[src/hdl/fmspd_defines.vh]
// Constants for the flash mode, suspend and power-down control block
//
// Behaviour
// - Function-register write with boot select one moves protection to the bottom.
// - Each of four info-row lock bits settable independently by function-register write.
// - Boot select and row-lock bits are one-time: once one, never return to zero.
// - After enter-quad completes, all later commands come in on four lines.
// - Exit-quad, framed by chip select low and high, returns to single-line mode.
// - Exit-quad recognised only as a four-line command of exactly two clocks.
// - Both suspend and both resume opcodes work in either mode, on program or erase.
// - Function-register bit 2 shows program suspended, bit 3 shows erase suspended.
// - After a suspend no command is accepted until ready, at most 100 us.
// - Suspend during whole-chip erase is ignored; chip erase continues.
// - Successful suspend sets its flag and clears the write-enable latch together.
// - Resume restarts the suspended operation and clears the suspend flag.
// - In four-line mode each command byte is two nibbles, high nibble first.
// - While suspended only reads, resume, ID, parameter, no-op and reset pair accepted.
// - Software reset acts only directly after reset-enable, also while suspended.
// - Power-down enters only if chip select rises after full opcode, within entry time.
// - In deep power-down every command except release is ignored.
// - After release and chip select high, normal operation returns after release time.
// - Release received while an operation is in progress is ignored.
// - Function-register write needs the write-enable latch; latch clears when write ends.
// - Write-in-progress reads one while program or erase runs, zero when done.
`ifndef FMSPD_DEFINES_VH
`define FMSPD_DEFINES_VH

`define FMSPD_CLK_MHZ        200
`define FMSPD_SUS_READY_US   100
`define FMSPD_PD_ENTRY_US    3
`define FMSPD_TRES_US        3

`define FMSPD_OP_SR_WRITE    8'h01
`define FMSPD_OP_PP          8'h02
`define FMSPD_OP_NORD        8'h03
`define FMSPD_OP_WRDI        8'h04
`define FMSPD_OP_SR_READ     8'h05
`define FMSPD_OP_WR_EN       8'h06
`define FMSPD_OP_SER_A       8'h20
`define FMSPD_OP_SER_B       8'hD7
`define FMSPD_OP_BER32       8'h52
`define FMSPD_OP_BER64       8'hD8
`define FMSPD_OP_CER_A       8'hC7
`define FMSPD_OP_CER_B       8'h60
`define FMSPD_OP_PPQ_A       8'h32
`define FMSPD_OP_PPQ_B       8'h38
`define FMSPD_OP_FR_WRITE    8'h42
`define FMSPD_OP_FR_READ     8'h48
`define FMSPD_OP_QEN         8'h35
`define FMSPD_OP_QDI         8'hF5
`define FMSPD_OP_SUS_A       8'h75
`define FMSPD_OP_SUS_B       8'hB0
`define FMSPD_OP_RSM_A       8'h7A
`define FMSPD_OP_RSM_B       8'h30
`define FMSPD_OP_DPD         8'hB9
`define FMSPD_OP_REL         8'hAB
`define FMSPD_OP_RST_EN      8'h66
`define FMSPD_OP_RST         8'h99

`define FMSPD_FR_BOOT        1
`define FMSPD_FR_PROG_SUS    2
`define FMSPD_FR_ERASE_SUS   3
`define FMSPD_FR_IRL_LO      4
`define FMSPD_FR_IRL_HI      7

`define FMSPD_KIND_PROG      2'h1
`define FMSPD_KIND_ERASE     2'h2
`define FMSPD_KIND_CHIP      2'h3

`define FMSPD_BITS_CMD       5'h08
`define FMSPD_BITS_DATA      5'h10

`endif

[src/hdl/fmspd_ctl.v]
// Command control for quad mode, suspend/resume, function register and power-down
`timescale 1ns/1ps
`include "fmspd_defines.vh"

module fmspd_ctl #(
    parameter SUS_READY_CYC = `FMSPD_SUS_READY_US * `FMSPD_CLK_MHZ,
    parameter PD_ENTRY_CYC  = `FMSPD_PD_ENTRY_US * `FMSPD_CLK_MHZ,
    parameter TRES_CYC      = `FMSPD_TRES_US * `FMSPD_CLK_MHZ
) (
    input  wire       clk,
    input  wire       resetn,
    input  wire       ce_n,
    input  wire       sck,
    input  wire [3:0] io_in,
    input  wire       op_done,
    output reg        quad_command_mode,
    output reg        write_enable_latch,
    output reg        write_in_progress,
    output reg        program_suspended_flag,
    output reg        erase_suspended_flag,
    output reg        boot_area_select,
    output reg  [3:0] info_row_lock_bits,
    output reg        powered_down,
    output reg        op_run,
    output reg  [1:0] op_kind,
    output reg        op_start,
    output reg        cmd_valid,
    output reg  [7:0] cmd_code
);

    localparam [6:0] ST_IDLE  = 7'h01;
    localparam [6:0] ST_BUSY  = 7'h02;
    localparam [6:0] ST_SUSW  = 7'h04;
    localparam [6:0] ST_SUSP  = 7'h08;
    localparam [6:0] ST_DPENT = 7'h10;
    localparam [6:0] ST_DPD   = 7'h20;
    localparam [6:0] ST_DPREL = 7'h40;

    // Full-width counts, cut to the timer width on purpose
    localparam [31:0] SUS_FULL = SUS_READY_CYC - 1;
    localparam [31:0] PD_FULL  = PD_ENTRY_CYC - 1;
    localparam [31:0] REL_FULL = TRES_CYC - 1;
    localparam [14:0] SUS_LOAD = SUS_FULL[14:0];
    localparam [14:0] PD_LOAD  = PD_FULL[14:0];
    localparam [14:0] REL_LOAD = REL_FULL[14:0];

    function fmspd_is_prog;
        input [7:0] c;
        begin
            fmspd_is_prog = (c == `FMSPD_OP_PP) || (c == `FMSPD_OP_PPQ_A)
                         || (c == `FMSPD_OP_PPQ_B);
        end
    endfunction

    function fmspd_is_erase;
        input [7:0] c;
        begin
            fmspd_is_erase = (c == `FMSPD_OP_SER_A) || (c == `FMSPD_OP_SER_B)
                          || (c == `FMSPD_OP_BER32) || (c == `FMSPD_OP_BER64);
        end
    endfunction

    function fmspd_is_chip;
        input [7:0] c;
        begin
            fmspd_is_chip = (c == `FMSPD_OP_CER_A) || (c == `FMSPD_OP_CER_B);
        end
    endfunction

    // Opcodes allowed while suspended
    function fmspd_susp_ok;
        input [7:0] c;
        begin
            case (c)
                8'h03, 8'h0B, 8'hBB, 8'h3B, 8'hEB, 8'h6B, 8'h0D, 8'hBD, 8'hED,
                8'h05, 8'h48, 8'h7A, 8'h30, 8'hAB, 8'hC0, 8'h9F, 8'h90, 8'hAF,
                8'h4B, 8'h5A, 8'h00, 8'h66, 8'h99, 8'h68:
                    fmspd_susp_ok = 1'b1;
                default:
                    fmspd_susp_ok = 1'b0;
            endcase
        end
    endfunction

    reg  [5:0]  pin_s1_reg;
    reg  [5:0]  pin_s2_reg;
    reg         sck_d_reg;
    reg         ce_d_reg;
    reg  [7:0]  shift_reg;
    reg  [4:0]  bitcnt_reg;
    reg  [7:0]  cmd_reg;
    reg  [7:0]  data_reg;
    reg  [6:0]  state_reg;
    reg  [14:0] timer_reg;
    reg         rst_arm_reg;

    wire        ce_s     = pin_s2_reg[5];
    wire        sck_s    = pin_s2_reg[4];
    wire [3:0]  io_s     = pin_s2_reg[3:0];
    wire        sck_rise = sck_s & ~sck_d_reg & ~ce_s;
    wire        ce_rise  = ce_s & ~ce_d_reg;
    wire        got_cmd  = ce_rise && (bitcnt_reg >= `FMSPD_BITS_CMD);
    wire        exact1   = (bitcnt_reg == `FMSPD_BITS_CMD);
    wire        is_sus   = (cmd_reg == `FMSPD_OP_SUS_A) || (cmd_reg == `FMSPD_OP_SUS_B);
    wire        is_rsm   = (cmd_reg == `FMSPD_OP_RSM_A) || (cmd_reg == `FMSPD_OP_RSM_B);
    wire        timer_z  = (timer_reg == 15'h0000);
    wire [7:0]  shift_next;
    wire [4:0]  bitcnt_next;

    // Quad mode shifts a nibble per clock, high nibble first
    assign shift_next  = quad_command_mode ? {shift_reg[3:0], io_s}
                                           : {shift_reg[6:0], io_s[0]};
    assign bitcnt_next = quad_command_mode ? bitcnt_reg + 5'h04 : bitcnt_reg + 5'h01;

    // Pins cross from the host's clock domain
    always @(posedge clk or negedge resetn)
    begin
        if (!resetn)
        begin
            pin_s1_reg <= 6'h20;
            pin_s2_reg <= 6'h20;
            sck_d_reg  <= 1'b0;
            ce_d_reg   <= 1'b1;
        end
        else
        begin
            pin_s1_reg <= {ce_n, sck, io_in};
            pin_s2_reg <= pin_s1_reg;
            sck_d_reg  <= sck_s;
            ce_d_reg   <= ce_s;
        end
    end

    always @(posedge clk or negedge resetn)
    begin
        if (!resetn)
        begin
            shift_reg  <= 8'h00;
            bitcnt_reg <= 5'h00;
            cmd_reg    <= 8'h00;
            data_reg   <= 8'h00;
        end
        else if (ce_s)
        begin
            bitcnt_reg <= 5'h00;
        end
        else if (sck_rise && (bitcnt_reg < `FMSPD_BITS_DATA + 5'h04))
        begin
            shift_reg  <= shift_next;
            bitcnt_reg <= bitcnt_next;
            if (bitcnt_next == `FMSPD_BITS_CMD)
                cmd_reg <= shift_next;
            if (bitcnt_next == `FMSPD_BITS_DATA)
                data_reg <= shift_next;
        end
    end

    // Main command state machine; commands are decided at chip select rise, op_done and timer expiry in any cycle
    always @(posedge clk or negedge resetn)
    begin
        if (!resetn)
        begin
            state_reg              <= ST_IDLE;
            timer_reg              <= 15'h0000;
            rst_arm_reg            <= 1'b0;
            quad_command_mode      <= 1'b0;
            write_enable_latch     <= 1'b0;
            write_in_progress      <= 1'b0;
            program_suspended_flag <= 1'b0;
            erase_suspended_flag   <= 1'b0;
            boot_area_select       <= 1'b0;
            info_row_lock_bits     <= 4'h0;
            powered_down           <= 1'b0;
            op_run                 <= 1'b0;
            op_kind                <= 2'h0;
            op_start               <= 1'b0;
            cmd_valid              <= 1'b0;
            cmd_code               <= 8'h00;
        end
        else
        begin
            op_start  <= 1'b0;
            cmd_valid <= 1'b0;
            if (!timer_z)
                timer_reg <= timer_reg - 15'h0001;
            // Reset-enable is armed only by the command just before
            if (got_cmd && (state_reg != ST_DPD) && (state_reg != ST_SUSW))
                rst_arm_reg <= (cmd_reg == `FMSPD_OP_RST_EN);
            case (state_reg)
                ST_IDLE:
                begin
                    if (got_cmd)
                    begin
                        cmd_valid <= 1'b1;
                        cmd_code  <= cmd_reg;
                        if (cmd_reg == `FMSPD_OP_WR_EN)
                            write_enable_latch <= 1'b1;
                        else if (cmd_reg == `FMSPD_OP_WRDI)
                            write_enable_latch <= 1'b0;
                        else if (cmd_reg == `FMSPD_OP_RST && rst_arm_reg)
                        begin
                            write_enable_latch <= 1'b0;
                            quad_command_mode  <= 1'b0;
                        end
                        else if (cmd_reg == `FMSPD_OP_QEN && !quad_command_mode)
                            quad_command_mode <= 1'b1;
                        else if (cmd_reg == `FMSPD_OP_QDI && quad_command_mode && exact1)
                            quad_command_mode <= 1'b0;
                        else if (cmd_reg == `FMSPD_OP_FR_WRITE && write_enable_latch
                                 && bitcnt_reg >= `FMSPD_BITS_DATA)
                        begin
                            // OR-in only: bits can never return to zero
                            boot_area_select   <= boot_area_select
                                                | data_reg[`FMSPD_FR_BOOT];
                            info_row_lock_bits <= info_row_lock_bits
                                | data_reg[`FMSPD_FR_IRL_HI:`FMSPD_FR_IRL_LO];
                            write_enable_latch <= 1'b0;
                        end
                        else if (write_enable_latch && (fmspd_is_prog(cmd_reg)
                                 || fmspd_is_erase(cmd_reg) || fmspd_is_chip(cmd_reg)))
                        begin
                            state_reg         <= ST_BUSY;
                            op_run            <= 1'b1;
                            op_start          <= 1'b1;
                            write_in_progress <= 1'b1;
                            op_kind <= fmspd_is_prog(cmd_reg) ? `FMSPD_KIND_PROG
                                     : fmspd_is_erase(cmd_reg) ? `FMSPD_KIND_ERASE
                                     : `FMSPD_KIND_CHIP;
                        end
                        else if (cmd_reg == `FMSPD_OP_DPD)
                        begin
                            state_reg <= ST_DPENT;
                            timer_reg <= PD_LOAD;
                        end
                    end
                end
                ST_BUSY:
                begin
                    // Completion wins over a suspend in the same cycle
                    if (op_done)
                    begin
                        state_reg          <= ST_IDLE;
                        op_run             <= 1'b0;
                        write_in_progress  <= 1'b0;
                        write_enable_latch <= 1'b0;
                    end
                    else if (got_cmd && is_sus && op_kind != `FMSPD_KIND_CHIP)
                    begin
                        state_reg          <= ST_SUSW;
                        timer_reg          <= SUS_LOAD;
                        op_run             <= 1'b0;
                        write_enable_latch <= 1'b0;
                        program_suspended_flag <= (op_kind == `FMSPD_KIND_PROG);
                        erase_suspended_flag   <= (op_kind == `FMSPD_KIND_ERASE);
                    end
                    // Release is not listed here, so it is dropped while busy
                    else if (got_cmd && (cmd_reg == `FMSPD_OP_SR_READ
                             || cmd_reg == `FMSPD_OP_FR_READ))
                    begin
                        cmd_valid <= 1'b1;
                        cmd_code  <= cmd_reg;
                    end
                end
                ST_SUSW:
                begin
                    // Commands dropped until the array has parked
                    if (timer_z)
                    begin
                        state_reg         <= ST_SUSP;
                        write_in_progress <= 1'b0;
                    end
                end
                ST_SUSP:
                begin
                    if (got_cmd && fmspd_susp_ok(cmd_reg))
                    begin
                        cmd_valid <= 1'b1;
                        cmd_code  <= cmd_reg;
                        if (is_rsm)
                        begin
                            state_reg              <= ST_BUSY;
                            op_run                 <= 1'b1;
                            write_in_progress      <= 1'b1;
                            program_suspended_flag <= 1'b0;
                            erase_suspended_flag   <= 1'b0;
                        end
                        else if (cmd_reg == `FMSPD_OP_RST && rst_arm_reg)
                        begin
                            // Abandons the parked operation
                            state_reg              <= ST_IDLE;
                            quad_command_mode      <= 1'b0;
                            program_suspended_flag <= 1'b0;
                            erase_suspended_flag   <= 1'b0;
                        end
                    end
                end
                ST_DPENT:
                begin
                    if (timer_z)
                    begin
                        state_reg    <= ST_DPD;
                        powered_down <= 1'b1;
                    end
                end
                ST_DPD:
                begin
                    if (got_cmd && cmd_reg == `FMSPD_OP_REL)
                    begin
                        cmd_valid <= 1'b1;
                        cmd_code  <= cmd_reg;
                        state_reg <= ST_DPREL;
                        timer_reg <= REL_LOAD;
                    end
                end
                ST_DPREL:
                begin
                    // Chip select is expected high throughout
                    if (timer_z)
                    begin
                        state_reg    <= ST_IDLE;
                        powered_down <= 1'b0;
                    end
                end
                default:
                begin
                    state_reg <= ST_IDLE;
                end
            endcase
        end
    end

endmodule // fmspd_ctl

[config.mk]
export PLATFORM = sky130hd
export DESIGN_NAME = fmspd_ctl
export DESIGN_NICKNAME = d
export VERILOG_FILES = /design/src/hdl/fmspd_ctl.v
export VERILOG_INCLUDE_DIRS = /design/src /design/src/hdl
export SDC_FILE = /design/constraint.sdc
export NUM_CORES = 1
export LEC_CHECK = 0
export BUFFER_PORTS_ARGS = -buffer_cell sky130_fd_sc_hd__buf_2
export CAP_MARGIN = 20
export CORE_MARGIN = 3
export CORE_UTILIZATION = 35
export DETAILED_ROUTE_END_ITERATION = 16
export GPL_TIMING_DRIVEN = 0
export PLACE_DENSITY_LB_ADDON = 0.15
export SETUP_SLACK_MARGIN = 0.1
export SYNTH_ARGS = -nofsm -noshare
export SYNTH_HDL_FRONTEND = slang
export SYNTH_SLANG_ARGS = --single-unit
[constraint.sdc]
create_clock -name clk -period 2.2 [get_ports clk]
set_input_delay 0.44 -clock clk [delete_from_list [all_inputs] [get_ports clk]]
set_output_delay 0.44 -clock clk [all_outputs]
set_load 0.005 [all_outputs]
# == Word-level counts from Yosys, hierarchy flattened ==
# Index checks and enable logic that the tools add are counted.
# op_classes
add_sub_neg,3
magnitude_cmp,3
n_eq_ne,83
muxes,108
bitwise,14
reduce_logical,52
# op_table
op,count
$mux W15,13
$eq A8 B8 Y1 const B,16
$mux W7,18
$eq A8 B7 Y1 const B,11
$mux W8,7
$mux W1,55
$pmux W7 S7,1
$eq A8 B6 Y1 const B,6
$pmux W15 S3,1
$ne A2 B2 Y1 const B,22
$pmux W8 S4,1
$eq A8 B3 Y1 const B,3
$reduce_or A24 Y1,1
$eq A8 B2 Y1 const B,2
$eq A8 B4 Y1 const B,2
$logic_and A1 B1 Y1,16
$reduce_and A8 Y1,2
$logic_not A15 Y1,1
$mux W5,3
$ne A5 B5 Y1 const B,3
$reduce_and A15 Y1,1
$sub A15 B1 Y15 const B,1
$reduce_and A13 Y1,1
$reduce_and A12 Y1,1
other kinds (40),75
# totals
regBits,89
input_bits,9
out_inout_bits,24
elab_cells,287

# == Longest topological paths before layout ==
# logic_depth
depth_word,16
depth_mapped,10
ltp_nobuf,9

# == Worst setup path after synthesis ==
# Ideal clock, no wire load.
# synth_path
path_type,register -> register
from,register timer_reg[9]
to,register state_reg[3]
setup_ns,0.128
arrival_time_ns,2.262
t_required_ns,2.072
setup_slack_ns,-0.190
path_stages_with_launch,9
path_buffers,1
synth_period_minus_slack_ns,2.390
path_cell_list,dfrtp_1 > or3_4 > or3_1 > nand4bb_1 > buf_2 > a31oi_4 > nand3b_4 > a211oi_4 > mux2_1
# synth_between
elab_chain_len,3
word_cells_on_any_way,5
classes_between,eq/ne (3); reduce/logical (2)
# synth_lines
item,line,text
"start, declared",fmspd_ctl.v:94,reg [14:0] timer_reg;
"start signal, assigned",fmspd_ctl.v:185,timer_reg <= timer_reg - 15'h0001;
$logic_not A15 Y1 *,fmspd_ctl.v:106,wire timer_z = (timer_reg == 15'h0000);
$ne A2 B2 Y1 (no line),--,
$reduce_and A15 Y1 (no line) *,--,
"end signal, assigned",fmspd_ctl.v:163,state_reg <= ST_IDLE;
"end signal, assigned",fmspd_ctl.v:222,state_reg <= ST_BUSY;
"end signal, assigned",fmspd_ctl.v:232,state_reg <= ST_DPENT;
"end, declared",fmspd_ctl.v:93,reg [6:0] state_reg;
# Every way passes the cells marked *; elsewhere a longest branch is shown, timed or not.
# A chain may end at the register's enable or synchronous reset.

# == Worst setup path after layout ==
# layout_path
from,register cmd_reg[4]
to,register cmd_code[2]
# layout_between
elab_chain_len,7
word_cells_on_any_way,41
classes_between,eq/ne (29); mux (2); reduce/logical (10)
# layout_lines
item,line,text
"start, declared",fmspd_ctl.v:91,reg [7:0] cmd_reg;
"start signal, assigned",fmspd_ctl.v:152,cmd_reg <= shift_next;
"$eq A8 B7 Y1, or another cell as far along",fmspd_ctl.v:74,case (c)
$reduce_or A24 Y1,fmspd_ctl.v:74,
$mux W1,fmspd_ctl.v:74,
$mux W1,fmspd_ctl.v:189,case (state_reg)
$logic_and A1 B1 Y1,fmspd_ctl.v:275,if (got_cmd && fmspd_susp_ok(cmd_reg))
$ne A2 B2 Y1 (no line),--,
$reduce_and A7 Y1 (no line) *,--,
"end signal, assigned",fmspd_ctl.v:195,cmd_code <= cmd_reg;
"end signal, assigned",fmspd_ctl.v:278,cmd_code <= cmd_reg;
"end signal, assigned",fmspd_ctl.v:310,cmd_code <= cmd_reg;
"end, declared",fmspd_ctl.v:28,output reg [7:0] cmd_code
# Every way passes the cells marked *; elsewhere a longest branch is shown, timed or not. The select of a mux whose other input is x is not followed.

==> results.toml <==
[run_status]
status = "complete, but fails checks"
violations = "setup timing"

[logic_synthesis]
netlist_area_sq_um = 4640
avgSynthCellArea_sq_um = 10.1
synthArstFlopShare_pct = 100
synthesis.nets = 475
ys_types = 79
syn_inst = 460
synth_top_flop_cell = "dfrtp_1"
synth_seq_area_share_pct = 46.4
synth-seq-cells = 86
ys_warn_count = 0
synth_edf_count = 0

[cts]
clk_pin_slew_ns = 0.07
cts_root_buf = "clkbuf_16"
holdBufCountCts = 0
htree_levels = 3
clk_path_buf_depth = 2
cts_sinks = 86
cts_made_buffers = 9
worstSkewPairLatency_ns = 0.35
cts_tree = "yes"

[grt]
antenna_found_initial = 0
grt_pass1_wl_mm = 19.5
grtUsageTotal_pct = 16.9
overflow = 0
grt_max_degree = 51
grt_pass1_vias = 3718

[route]
wire_per_inst_um = 16.9
ant_nets = 0
drc = 0
routed_wl_mm = 12.3
viasPerCell = 5.38
drt-initial-drc-count = 275
drtPass1Iterations = 6
vias = 3928

[place]
gp_congestion = 0.857
dp_hpwl_mm = 8.05
io_buffers = 32
placedCellCount = 665

[sta]
hold_viol = 0
rsz0062_at_grt = "yes"
period_minus_slack_ns = 2.48
drv_slew = 0
maxClockFrequency_mhz = 403
period_share_pct = 113
tns_ns = -5.75
max-slew-margin-rel_pct = 60.3
skew_ns = 0.00415
tightestPinTransition_ns = 0.590
fin_ws_ns = -0.280
setup_viol_count_final = 32

[die]
core-area_sq_um = 12800
initial_core_util_pct = 36.4
dieArea_sq_um = 14700
fp.dieH_um = 121
io_pins = 33
fp.dieW_um = 121
row_count = 41

[layout]
largest_reg_flops = 15
final_common_cell = "dfrtp_1"
ff_latch_area_sq_um = 2160
num-nets-final = 568
fill_cells = 1103
layout-area-overhead-vs-synth_pct = 37.6
multi_input_area_sq_um = 2740
drive_above_1_share_pct = 40.9
n_antenna_cell = 0
final_cell_mix = "dfrtp_1, buf_4, buf_2"
stdcell_count = 730

[pwr]
ir_drop_uv = 377
finalPower_w = 0.00339
powerDensity_nw_per_um2 = 530
p_leak_nw = 2.65

[worst_setup_path]
crit_chain = "buf_4 > buf_4 > nor3_1 > o21ai_1 > o32ai_1 > a211o_1 > o21ai_2 > a31oi_4 > clkbuf_16 > mux2_4"
crit_top_cell = "buf_4"
slowest_stage = "dfrtp_2"
cp-end-kind = "register"
worst_path_largest_cell_delay_ns = 0.42
path_max_fanout = 6
cp.required_ns = 2.43
worstSetupPathType = "register to register"
critPathLaunch = "cmd_reg[4]$_DFFE_PN0P_"
reg2reg_from = "cmd_reg[4]$_DFFE_PN0P_"
critPathArrivalTime_ns = 2.71
start_kind = "register"

[min_path]
worstHoldPathType = "input pin to async pin"

[flow_run]
drv_cap = 0
-- worst paths after layout --
check	to	slack, ns	cells past startpoint
setup / recovery	cmd_code[2]$_DFFE_PN0P_	-0.28	10
hold / removal	pin_s1_reg[2]$_DFF_PN0_	0.05	1
setup reg to reg	cmd_code[2]$_DFFE_PN0P_	-0.28	10
hold reg to reg	pin_s2_reg[1]$_DFF_PN0_	0.35	0
max in group asynchronous	state_reg[0]$_DFFE_PN1P_	1.48	2
min in group clk	pin_s1_reg[5]$_DFF_PN1_	0.19	1
-- critical path, delay by kind of cell (launching register included) --
kind / cells / cell delay, ns
mux: 1 / 0.28
buf+inv: 3 / 0.47
compound gates: 5 / 0.93
flops: 1 / 0.42
simple gates: 1 / 0.26
-- what timing repair did --
action / in CTS / in global routing
resized for setup: 72 / 83
setup buffers: 27 / 23
endpoints found under the hold margin: 0 / 0
endpoints found under the setup margin: 57 / 59
pin swaps: 26 / 35
cloned: 0 / 1
-- stage by stage --
stage               instance area, sq um  utilization (%)  setup WS, ns  hold WS [ns]
floorplan                           4730                -        -0.132         0.144
global placement                    5100             39.9        -0.495         0.334
detailed placement                  5130             40.2        -0.535         0.336
CTS                                 5930             46.4        -0.252        0.0712
global route                        6390             50.0        -0.343         0.102
finish                              6390             50.0        -0.280        0.0494
-- kinds of logic after synthesis --
group	Yosys count	share of synthesized area (%)
AOI/OAI and AO/OA	102	16.0
xor gates and xnor gates	18	3.39
adders and majority gates	6	1.62
buffers and inverters	45	4.12
DFF	86	46.4
muxes	26	5.98
and+or+nand+nor	177	22.4
-- cell usage after synthesis, types with 7 or more instances --
library cell / instances / share of area (%)
a21oi_1: 21 / 2.3
clkbuf_1: 15 / 1.2
nor3_1: 14 / 1.5
mux2_2: 12 / 2.9
or3_1: 7 / 0.94
nand3_1: 11 / 1.2
buf_2: 9 / 0.97
nand2_1: 36 / 2.9
dfrtp_1: 82 / 44
mux2i_1: 12 / 2.6
and4b_1: 7 / 1.5
nor2_1: 37 / 3.0
a21o_1: 8 / 1.3
and3_1: 7 / 0.94
inv_1: 19 / 1.5
o21ai_0: 26 / 2.8
xnor2_1: 12 / 2.3
-- per-layer routing --
| layer | part of all wire (%) | up-vias | wire length [um] | track usage, % |
|---|---|---|---|---|
| met4 | 2.2 | 0 | 265 | 7.14 |
| li1 | - | 1859 | - | - |
| met1 | 46 | 1921 | 5690 | 24.6 |
| met2 | 46 | 132 | 5640 | 24.5 |
| met5 | 0 | - | 0 | 0 |
| met3 | 5.7 | 16 | 707 | 3.12 |
-- power by group --
group | switching (W) | internal [W]
Sequential | 0.0000308 | 0.00163
Combinational | 0.0000941 | 0.0000500
Clock | 0.000665 | 0.000919
Total | 0.000790 | 0.00260
-- final cells by class --
type / instances / area share, %
multi-input cells: 329 / 42.9
flip-flops and latches: 86 / 33.8
repair buffers: 84 / 10.3
clock buffers: 10 / 3.74
plain buffers: 24 / 3.62
well taps: 172 / 3.37
inverters: 19 / 1.12
clock inverters: 6 / 1.10
(Power assumes the default switching activity.)
